<file path="config.mk">
export PLATFORM = sky130hd
export DESIGN_NAME = rwpg_top
export DESIGN_NICKNAME = d
export VERILOG_FILES = /design/src/rtl/rwpg_pkg.sv /design/src/rtl/rwpg_top.sv /design/src/rtl/rwpg_capture_counter.sv
export SDC_FILE = /design/constraint.sdc
export NUM_CORES = 1
export LEC_CHECK = 0
export BUFFER_PORTS_ARGS = -buffer_cell sky130_fd_sc_hd__buf_4
export CORE_ASPECT_RATIO = 1.2
export CORE_MARGIN = 5
export CORE_UTILIZATION = 63
export DETAILED_ROUTE_END_ITERATION = 8
export PLACE_DENSITY_LB_ADDON = 0.2
export SETUP_SLACK_MARGIN = 0.5
export SLEW_MARGIN = 10
export SYNTH_ARGS = -nofsm -noshare
export SYNTH_HDL_FRONTEND = slang
export SYNTH_SLANG_ARGS = --single-unit
</file>
<file path="constraint.sdc">
create_clock -name core_clk -period 9.68 [get_ports core_clk]
set_input_delay 1.936 -clock core_clk [delete_from_list [all_inputs] [get_ports core_clk]]
set_output_delay 1.936 -clock core_clk [all_outputs]
set_load 0.03 [all_outputs]
</file>
<file path="src/rtl/rwpg_pkg.sv">
// Package with register map, field layout and state types of the rectangle wave pattern generator
// Overview of operation
// - Six switching patterns form one electrical cycle
// - Pattern bit one drives phase high
// - Key 0x01 unlocks, 0x00 relocks registers
// - Source select 0x01 uses software angle
// - Multiplier scales angle, reset 0x0100
// - Offset added to selected resolver or software angle, reset zero
// - Mode 0x00 forwards batch pattern downstream
// - Switch source 0x04 uses software instruction
// - Trigger select 0x10 starts on compare match
// - Electrical angle compared with software value
// - Phase correction added before match detection
// - Source select 0x80 enables match interrupt request
// - Capture counter starts on U falling edge
// - Routing codes 0x75..0x77 connect U,V,W
`default_nettype none
package rwpg_pkg;
    // Register byte offsets
    localparam logic [7:0] OFS_KEY        = 8'h00;
    localparam logic [7:0] OFS_RUN        = 8'h04;
    localparam logic [7:0] OFS_ANG_SRC    = 8'h08;
    localparam logic [7:0] OFS_POLES      = 8'h0C;
    localparam logic [7:0] OFS_MULT       = 8'h10;
    localparam logic [7:0] OFS_OFFSET     = 8'h14;
    localparam logic [7:0] OFS_MODE       = 8'h18;
    localparam logic [7:0] OFS_SW_SRC     = 8'h1C;
    localparam logic [7:0] OFS_SW_INSTR   = 8'h20;
    localparam logic [7:0] OFS_QCORR      = 8'h24;
    localparam logic [7:0] OFS_PATTERN    = 8'h28;
    localparam logic [7:0] OFS_CMP        = 8'h2C;
    localparam logic [7:0] OFS_TRIG       = 8'h30;
    localparam logic [7:0] OFS_IRQ_SEL    = 8'h34;
    localparam logic [7:0] OFS_SW_ANGLE   = 8'h38;
    localparam logic [7:0] OFS_ROUTE0     = 8'h3C;
    localparam logic [7:0] OFS_ROUTE1     = 8'h40;
    localparam logic [7:0] OFS_STATUS     = 8'h44;
    localparam logic [7:0] OFS_CAPTURE    = 8'h48;
    // Codes and reset values
    localparam logic [7:0]  KEY_OPEN      = 8'h01;
    localparam logic [7:0]  KEY_SHUT      = 8'h00;
    localparam logic [7:0]  ANG_SRC_SW    = 8'h01;
    localparam logic [15:0] MULT_RESET    = 16'h0100;
    localparam logic [15:0] OFFSET_RESET  = 16'h0000;
    localparam logic [15:0] QCORR_RESET   = 16'h0000;
    localparam logic [7:0]  MODE_BATCH    = 8'h00;
    localparam logic [7:0]  SW_SRC_SOFT   = 8'h04;
    localparam logic [7:0]  TRIG_ANG_MATCH = 8'h10;
    localparam logic [31:0] IRQ_MATCH_EN  = 32'h0000_0080;
    localparam logic [8:0]  ROUTE_U       = 9'h075;
    localparam logic [8:0]  ROUTE_V       = 9'h076;
    localparam logic [8:0]  ROUTE_W       = 9'h077;
    localparam logic [2:0]  INSTR_LAST    = 3'h5;
    localparam int          MULT_FRAC     = 8;
    // Pattern field positions
    localparam int PAT_U = 0;
    localparam int PAT_V = 1;
    localparam int PAT_W = 2;
    localparam logic [2:0] PHASE_LOW      = 3'h0;

    // Generator states, Gray along the usual path
    typedef enum logic [1:0] {
        RWPG_IDLE = 2'b00,
        RWPG_ARM  = 2'b01,
        RWPG_RUN  = 2'b11
    } rwpg_state_type;

    // APB request bundle
    typedef struct packed {
        logic        psel;
        logic        penable;
        logic        pwrite;
        logic [7:0]  paddr;
        logic [31:0] pwdata;
    } rwpg_apb_req_type;

    // Phase outputs
    typedef struct packed {
        logic w;
        logic v;
        logic u;
    } rwpg_phase_type;
endpackage : rwpg_pkg
`default_nettype wire

</file>
<file path="src/rtl/rwpg_top.sv">
// Rectangle wave pattern generator with APB registers and capture counter
//
// Local design decisions: the register addresses and the APB slave port.
`default_nettype none
module rwpg_top
    import rwpg_pkg::*;
#(
    parameter int ANG_W = 16,
    parameter int CNT_W = 24
) (
    // Clock and reset
    input  wire logic        core_clk,
    input  wire logic        resetn,
    // APB slave
    input  wire logic        psel,
    input  wire logic        penable,
    input  wire logic        pwrite,
    input  wire logic [7:0]  paddr,
    input  wire logic [31:0] pwdata,
    output logic [31:0]      prdata,
    output logic             pready,
    output logic             pslverr,
    // Measured resolver angle
    input  wire logic [15:0] resolver_angle,
    // Phase outputs
    output logic             u_phase,
    output logic             v_phase,
    output logic             w_phase,
    // Downstream output stage and interrupt request
    output logic [2:0]       downstream_output_stage,
    output logic             compare_irq
);
    initial begin
        if (ANG_W != 16) $error("ANG_W must be 16");
    end

    ////////////////////////////////////////////////////////////////////////////
    // State
    typedef struct packed {
        logic                unlocked;
        logic                run;
        logic [7:0]          ang_src;
        logic [7:0]          poles;
        logic [15:0]         mult;
        logic [15:0]         offset;
        logic [7:0]          mode;
        logic [7:0]          sw_src;
        logic [2:0]          instr;
        logic [15:0]         qcorr;
        logic [2:0]          pattern;
        logic [15:0]         cmp;
        logic [7:0]          trig;
        logic [31:0]         irq_sel;
        logic [15:0]         sw_angle;
        logic [8:0]          route0;
        logic [8:0]          route1;
        logic [8:0]          route2;
        rwpg_state_type      fsm;
        logic [15:0]         elec;
        logic                match_prev;
        logic [2:0]          step;
        logic [7:0]          match_cnt;
        rwpg_phase_type      phase;
        logic [2:0]          ds;
        logic                irq;
        logic [31:0]         rdata;
        logic                ready;
        logic                slverr;
        logic                cap_clear;
    } rwpg_state_reg_type;

    rwpg_state_reg_type st_reg;
    rwpg_state_reg_type st_next;
    logic [CNT_W-1:0]   cap_cnt;
    logic               cap_run;
    logic               cap_src;
    logic [15:0]        angle_in;
    logic [31:0]        scaled;
    logic [15:0]        cmp_eff;
    logic               match;
    logic               acc;
    logic               wr;

    ////////////////////////////////////////////////////////////////////////////
    // Angle path
    always_comb begin
        angle_in = (st_reg.ang_src == ANG_SRC_SW) ? st_reg.sw_angle : resolver_angle;
        angle_in = angle_in + st_reg.offset;
        scaled   = angle_in * st_reg.mult;
        cmp_eff  = st_reg.cmp + st_reg.qcorr;
        match    = (st_reg.elec == cmp_eff);
    end

    // Capture input routing selects which phase reaches channel zero
    always_comb begin
        case (st_reg.route0)
            ROUTE_U: cap_src = st_reg.phase.u;
            ROUTE_V: cap_src = st_reg.phase.v;
            ROUTE_W: cap_src = st_reg.phase.w;
            default: cap_src = 1'b1;
        endcase
    end

    assign acc = psel && penable && !st_reg.ready;
    assign wr  = acc && pwrite;

    ////////////////////////////////////////////////////////////////////////////
    // Next state
    always_comb begin
        st_next = st_reg;
        st_next.ready     = 1'b0;
        st_next.slverr    = 1'b0;
        st_next.cap_clear = 1'b0;
        st_next.elec      = scaled[MULT_FRAC +: 16];
        st_next.match_prev = match;
        st_next.irq       = 1'b0;

        // APB write; protected registers need the key open
        if (wr) begin
            st_next.ready = 1'b1;
            if (paddr == OFS_KEY) begin
                if (pwdata[7:0] == KEY_OPEN) st_next.unlocked = 1'b1;
                if (pwdata[7:0] == KEY_SHUT) st_next.unlocked = 1'b0;
            end else if (paddr == OFS_CAPTURE) begin
                st_next.cap_clear = 1'b1;
            end else if (!st_reg.unlocked) begin
                st_next.slverr = 1'b1;
            end else begin
                case (paddr)
                    OFS_RUN:      st_next.run      = pwdata[0];
                    OFS_ANG_SRC:  st_next.ang_src  = pwdata[7:0];
                    OFS_POLES:    st_next.poles    = pwdata[7:0];
                    OFS_MULT:     st_next.mult     = pwdata[15:0];
                    OFS_OFFSET:   st_next.offset   = pwdata[15:0];
                    OFS_MODE:     st_next.mode     = pwdata[7:0];
                    OFS_SW_SRC:   st_next.sw_src   = pwdata[7:0];
                    OFS_SW_INSTR: begin
                        if (pwdata[2:0] > INSTR_LAST) st_next.slverr = 1'b1;
                        else st_next.instr = pwdata[2:0];
                    end
                    OFS_QCORR:    st_next.qcorr    = pwdata[15:0];
                    OFS_PATTERN:  st_next.pattern  = pwdata[2:0];
                    OFS_CMP:      st_next.cmp      = pwdata[15:0];
                    OFS_TRIG:     st_next.trig     = pwdata[7:0];
                    OFS_IRQ_SEL:  st_next.irq_sel  = pwdata;
                    OFS_SW_ANGLE: st_next.sw_angle = pwdata[15:0];
                    OFS_ROUTE0: begin
                        st_next.route0 = pwdata[8:0];
                        st_next.route1 = pwdata[24:16];
                    end
                    OFS_ROUTE1:   st_next.route2   = pwdata[8:0];
                    default:      st_next.slverr   = 1'b1;
                endcase
            end
        end

        // APB read
        if (acc && !pwrite) begin
            st_next.ready = 1'b1;
            st_next.rdata = '0;
            case (paddr)
                OFS_KEY:      st_next.rdata[0]     = st_reg.unlocked;
                OFS_RUN:      st_next.rdata[0]     = st_reg.run;
                OFS_ANG_SRC:  st_next.rdata[7:0]   = st_reg.ang_src;
                OFS_POLES:    st_next.rdata[7:0]   = st_reg.poles;
                OFS_MULT:     st_next.rdata[15:0]  = st_reg.mult;
                OFS_OFFSET:   st_next.rdata[15:0]  = st_reg.offset;
                OFS_MODE:     st_next.rdata[7:0]   = st_reg.mode;
                OFS_SW_SRC:   st_next.rdata[7:0]   = st_reg.sw_src;
                OFS_SW_INSTR: st_next.rdata[2:0]   = st_reg.instr;
                OFS_QCORR:    st_next.rdata[15:0]  = st_reg.qcorr;
                OFS_PATTERN:  st_next.rdata[2:0]   = st_reg.pattern;
                OFS_CMP:      st_next.rdata[15:0]  = st_reg.cmp;
                OFS_TRIG:     st_next.rdata[7:0]   = st_reg.trig;
                OFS_IRQ_SEL:  st_next.rdata        = st_reg.irq_sel;
                OFS_SW_ANGLE: st_next.rdata[15:0]  = st_reg.sw_angle;
                OFS_ROUTE0:   st_next.rdata        = {7'h00, st_reg.route1, 7'h00, st_reg.route0};
                OFS_ROUTE1:   st_next.rdata[8:0]   = st_reg.route2;
                OFS_STATUS:   st_next.rdata        = {5'h00, st_reg.step, st_reg.match_cnt, st_reg.elec};
                OFS_CAPTURE:  st_next.rdata        = {cap_run, 7'h00, 24'(cap_cnt)};
                default:      st_next.slverr       = 1'b1;
            endcase
        end

        // Generator sequencer: a compare match steps the pattern
        case (st_reg.fsm)
            RWPG_IDLE: begin
                if (st_reg.run) st_next.fsm = RWPG_ARM;
            end
            RWPG_ARM: begin
                if (!st_reg.run) st_next.fsm = RWPG_IDLE;
                else if (st_reg.trig == TRIG_ANG_MATCH && match && !st_reg.match_prev) begin
                    st_next.fsm = RWPG_RUN;
                end
            end
            RWPG_RUN: begin
                if (!st_reg.run) st_next.fsm = RWPG_IDLE;
            end
            default: st_next.fsm = RWPG_IDLE;
        endcase

        // Each new match in run state, or in arm with angle-match trigger, takes the next pattern, six per cycle
        if (st_reg.fsm != RWPG_IDLE && match && !st_reg.match_prev) begin
            st_next.match_cnt = st_reg.match_cnt + 1'b1;
            if (st_reg.irq_sel == IRQ_MATCH_EN) st_next.irq = 1'b1;
            if (st_reg.fsm == RWPG_RUN || st_reg.trig == TRIG_ANG_MATCH) begin
                if (st_reg.sw_src == SW_SRC_SOFT) begin
                    st_next.step = st_reg.instr;
                end else begin
                    st_next.step = (st_reg.step == INSTR_LAST) ? 3'h0 : st_reg.step + 1'b1;
                end
                st_next.phase.u = st_reg.pattern[PAT_U];
                st_next.phase.v = st_reg.pattern[PAT_V];
                st_next.phase.w = st_reg.pattern[PAT_W];
            end
        end
        if (st_reg.fsm == RWPG_IDLE) st_next.phase = PHASE_LOW;

        // Batch pattern forwarded to the downstream stage
        st_next.ds = (st_reg.mode == MODE_BATCH) ? st_reg.phase : PHASE_LOW;
    end

    ////////////////////////////////////////////////////////////////////////////
    // State register
    always_ff @(posedge core_clk or negedge resetn) begin
        if (!resetn) begin
            st_reg          <= '0;
            st_reg.mult     <= MULT_RESET;
            st_reg.offset   <= OFFSET_RESET;
            st_reg.qcorr    <= QCORR_RESET;
            st_reg.fsm      <= RWPG_IDLE;
            st_reg.route0   <= ROUTE_U;
            st_reg.route1   <= ROUTE_V;
            st_reg.route2   <= ROUTE_W;
        end else begin
            st_reg <= st_next;
        end
    end

    ////////////////////////////////////////////////////////////////////////////
    // Capture counter fed by the routed phase
    rwpg_capture_counter #(
        .CNT_W (CNT_W)
    ) u_cap (
        .core_clk                (core_clk),
        .resetn                  (resetn),
        .clear                   (st_reg.cap_clear),
        .capture_input_zero      (cap_src),
        .capture_channel_counter (cap_cnt),
        .counting                (cap_run)
    );

    // Outputs from flip-flops
    assign prdata                  = st_reg.rdata;
    assign pready                  = st_reg.ready;
    assign pslverr                 = st_reg.slverr;
    assign u_phase                 = st_reg.phase.u;
    assign v_phase                 = st_reg.phase.v;
    assign w_phase                 = st_reg.phase.w;
    assign downstream_output_stage = st_reg.ds;
    assign compare_irq             = st_reg.irq;
endmodule : rwpg_top
`default_nettype wire

</file>
<file path="src/rtl/rwpg_capture_counter.sv">
// Capture channel counter started by a falling edge of a routed phase
`default_nettype none
module rwpg_capture_counter
    import rwpg_pkg::*;
#(
    parameter int CNT_W = 24
) (
    // Clock and reset
    input  wire logic             core_clk,
    input  wire logic             resetn,
    // Control
    input  wire logic             clear,
    input  wire logic             capture_input_zero,
    // Result
    output logic [CNT_W-1:0]      capture_channel_counter,
    output logic                  counting
);
    initial begin
        if (CNT_W < 2 || CNT_W > 32) $error("CNT_W out of range");
    end

    typedef struct packed {
        logic             prev;
        logic             run;
        logic [CNT_W-1:0] cnt;
    } rwpg_cap_state_type;

    rwpg_cap_state_type st_reg;
    rwpg_cap_state_type st_next;

    // Start on falling edge, then count every cycle
    always_comb begin
        st_next = st_reg;
        st_next.prev = capture_input_zero;
        if (clear) begin
            // An edge in the clear cycle still starts the count
            st_next.run = st_reg.prev && !capture_input_zero;
            st_next.cnt = '0;
        end else if (st_reg.run) begin
            st_next.cnt = st_reg.cnt + 1'b1;
        end else if (st_reg.prev && !capture_input_zero) begin
            st_next.run = 1'b1;
        end
    end

    // State register
    always_ff @(posedge core_clk or negedge resetn) begin
        if (!resetn) begin
            st_reg <= '0;
        end else begin
            st_reg <= st_next;
        end
    end

    assign capture_channel_counter = st_reg.cnt;
    assign counting                = st_reg.run;
endmodule : rwpg_capture_counter
`default_nettype wire

</file>
==> out/qor.txt <==
Outcome: finished clean
Sw frac: 23.3%
NetSw: 0.000580 W
CTS H-tree lvls: 1
TritonCTS buffer count: 26
Setup-failing EPs final: 0
Ant diodes: 0
Peak supply drop: 0.109 mV
WP data arrival: 9.37 ns
Final nets: 2425
Overflow left after global routing: 0
Met1 usage: 39.1%
Critical Path Fanout Max: 12
Placeable core area: 33800 um2
Chip height: 212 um
CP max stage delay: 0.53 ns
Die area: 37700 um2
CTS Hold Bufs: 0
Area grow syn2layout: 9.86%
Layout Skew: 0.00764 ns
CP startpoint kind: input pin
DR WL/cell: 22.8 um
Crit end category: flop
Sequential share of power: 48.3%
Slowest CP cell: fa_1
Global-route wire length before repair: 93200 um
Vias in the first global route: 17261
Clock period minus worst slack: 8.95 ns
Drt total wl: 58600 um
Clk pwr share: 44.9%
Power Density: 106 nW/um2
Period utilization: 92.4%
Hold WC Path Type: reg2reg
Slew Limit Fails: 0
I/O pins: 102
Synth Instances: 2052
Dominant synthesized flop cell: dfrtp_1
CTS Root Cell: clkbuf_16
Avg Cell Area, Syn: 10.4 um2
Met3 usage: 3.38%
Max FFs per register: 218
Final Hold Slack: 0.464 ns
Worst Hold Depth: 2
Post-Syn Area: 21400 um2
Post-layout total power: 0.00249 W
Crit Path Category: in2reg
Yosys reg bits: 285
Clock slew at reported path FFs: 0.07 ns
Slew headroom: 17.1%
Pre-antenna DRT Iters: 8
Gate power share: 6.8%
Clk buf depth: 3
Worst Hold Endpoint: prdata[1]$_DFFE_PN0P_
GR Layer Usage met2: 54.6%
PortBufs: 101
Setup TNS: 0 ns
Int Pwr: 0.00191 W
R2r startpoint: st_reg[250]$_DFFE_PN0P_
Share of post-route cells with drive strength above 1: 20.8%
DP Worst Slack: 0.0278 ns
R2r setup slk: 1.08 ns
Cell mode on critical path: fa_1
Fin. Hold Viols: 0
Synth Net Count: 2382
Initial DRC Count: 1417
Fmax: 112 MHz
Worst r2r dst: st_reg[69]$_DFF_PN0_
GRT Overall Usage: 31.5%
Clock sink count: 285
CTS tree: done
Starting Density: 63.2%
Vias/cell: 6.33
Most Crowded Layer GR: met2
Initial antenna violation count: 0
Max cap viols: 0
Worst-Skew Late Latency: 0.54 ns
Worst-Margin Slew: 1.23 ns
Cell row count: 74
# Post-CTS Setup Buffers: 0
Asr flop ratio synth: 100%
Worst EP required: 10.10 ns
Hold_sp: prdata[1]$_DFFE_PN0P_
Via Count: 16286
Worst setup slack after layout: 0.733 ns
Largest net degree at the start of global routing: 136
EDFF count, synth: 0
R2R depth: 32
Die X: 178 um
Post-synth cell types: 79
Detail Placement HPWL: 43600 um
GPL Wtd Cong: 0.927
DRC: 0
Synth Warn #: 0
RSZ-0062 raised after global routing: false
Seq/Total Area, Yosys: 33.5%
Static Leak: 11.7 nW
Post-route antenna net violation count: 0
==> timing repair <==
item | CTS | global route
endpoints found under the setup margin | 0 | 4
resized for setup | 0 | 14
hold endpoints to repair | 0 | 0
==> cell type report <==
cell class,count,area (um2)
tap,456,571
multi-input combinational,1415,12900
timing repair buffer,140,1070
fill,2520,10300
clock buffer,34,722
sequential,285,7150
clock inverter,14,205
inverter,227,852
==> cells in the mapped netlist, drive strengths merged (23+ instances only) <==
library cell,n,area (um2)
buf,42,300
nand4,23,144
fa,169,3380
nor2,84,315
xor2,38,333
dfrtp,268,6710
xnor2,47,419
o21ai,33,165
nand2,204,766
clkbuf,83,312
nor3,39,200
ha,100,1250
a22oi,30,225
mux2,197,2220
a21oi,43,215
a222oi,36,360
and2,92,576
nand3,32,165
inv,227,852
==> kinds of logic after synthesis <==
family,synth area share (%)
simple gates,13.9
buf+inv,6.85
flops,33.5
compound gates,9.59
fa+ha+maj,21.8
mux,10.5
xor+xnor,3.96
==> worst max-delay path, delay by kind of cell <==
family / cells / cell delay, ns
XOR/XNOR: 3 / 0.81
multiplexers: 1 / 0.27
buffers and inverters: 5 / 0.50
adder cells (fa/ha/maj): 8 / 3.63
AND/OR/NAND/NOR: 2 / 0.16
AO/OA/AOI/OAI: 10 / 2.08
==> cell usage in the layout, fill, tap and decap left out, drive strengths merged, types with 19 or more instances in the layout <==
| master | count |
|---|---|
| nand2 | 204 |
| mux2 | 197 |
| xnor2 | 47 |
| o21ai | 33 |
| a21oi | 43 |
| a222oi | 36 |
| a22o | 21 |
| dfrtp | 268 |
| clkbuf | 34 |
| fa | 169 |
| nor2 | 84 |
| a221oi | 19 |
| nor3 | 39 |
| nor4 | 21 |
| a21o | 19 |
| nand3 | 32 |
| and2 | 92 |
| ha | 100 |
| buf | 140 |
| inv | 227 |
| xor2 | 38 |
| a22oi | 30 |
| nand4 | 23 |
==> power groups by stage <==
stage	combinational [W]	clock, W	sequential [W]
detailed placement	0.000167	0	0.00123
floorplan	0.0000796	0	0.00123
finish	0.000169	0.00112	0.00121
CTS	0.000168	0.00113	0.00121
global placement	0.000164	0	0.00123
global route	0.000181	0.00118	0.00121
==> layer usage <==
layer  vias to the layer above  part of all wire (%)
met3                       201                   6.7
met5                         -                     0
met1                      8288                    37
met4                         0                   5.8
met2                       733                    50
li1                       7064                     -
==> metrics by stage <==
stage	area (um2)	instances	util, %
2_1_floorplan	21400	2052	-
3_3_place_gp	22500	2523	66.5
3_5_place_dp	22500	2523	66.5
4_1_cts	23400	2571	69.2
5_1_grt	23500	2571	69.5
6_report	23500	2571	69.5
==> how the worst max path moves through the flow <==
stage | start | end | cells after the start
floorplan | resolver_angle[0] | st_reg[69]$_DFF_PN0_ | 30
CTS | resolver_angle[1] | st_reg[69]$_DFF_PN0_ | 30
finish | resolver_angle[1] | st_reg[69]$_DFF_PN0_ | 29
global placement | resolver_angle[0] | st_reg[69]$_DFF_PN0_ | 30
global route | resolver_angle[0] | st_reg[69]$_DFF_PN0_ | 31
detailed placement | resolver_angle[0] | st_reg[69]$_DFF_PN0_ | 30
Power figures use the tool's default switching activity.
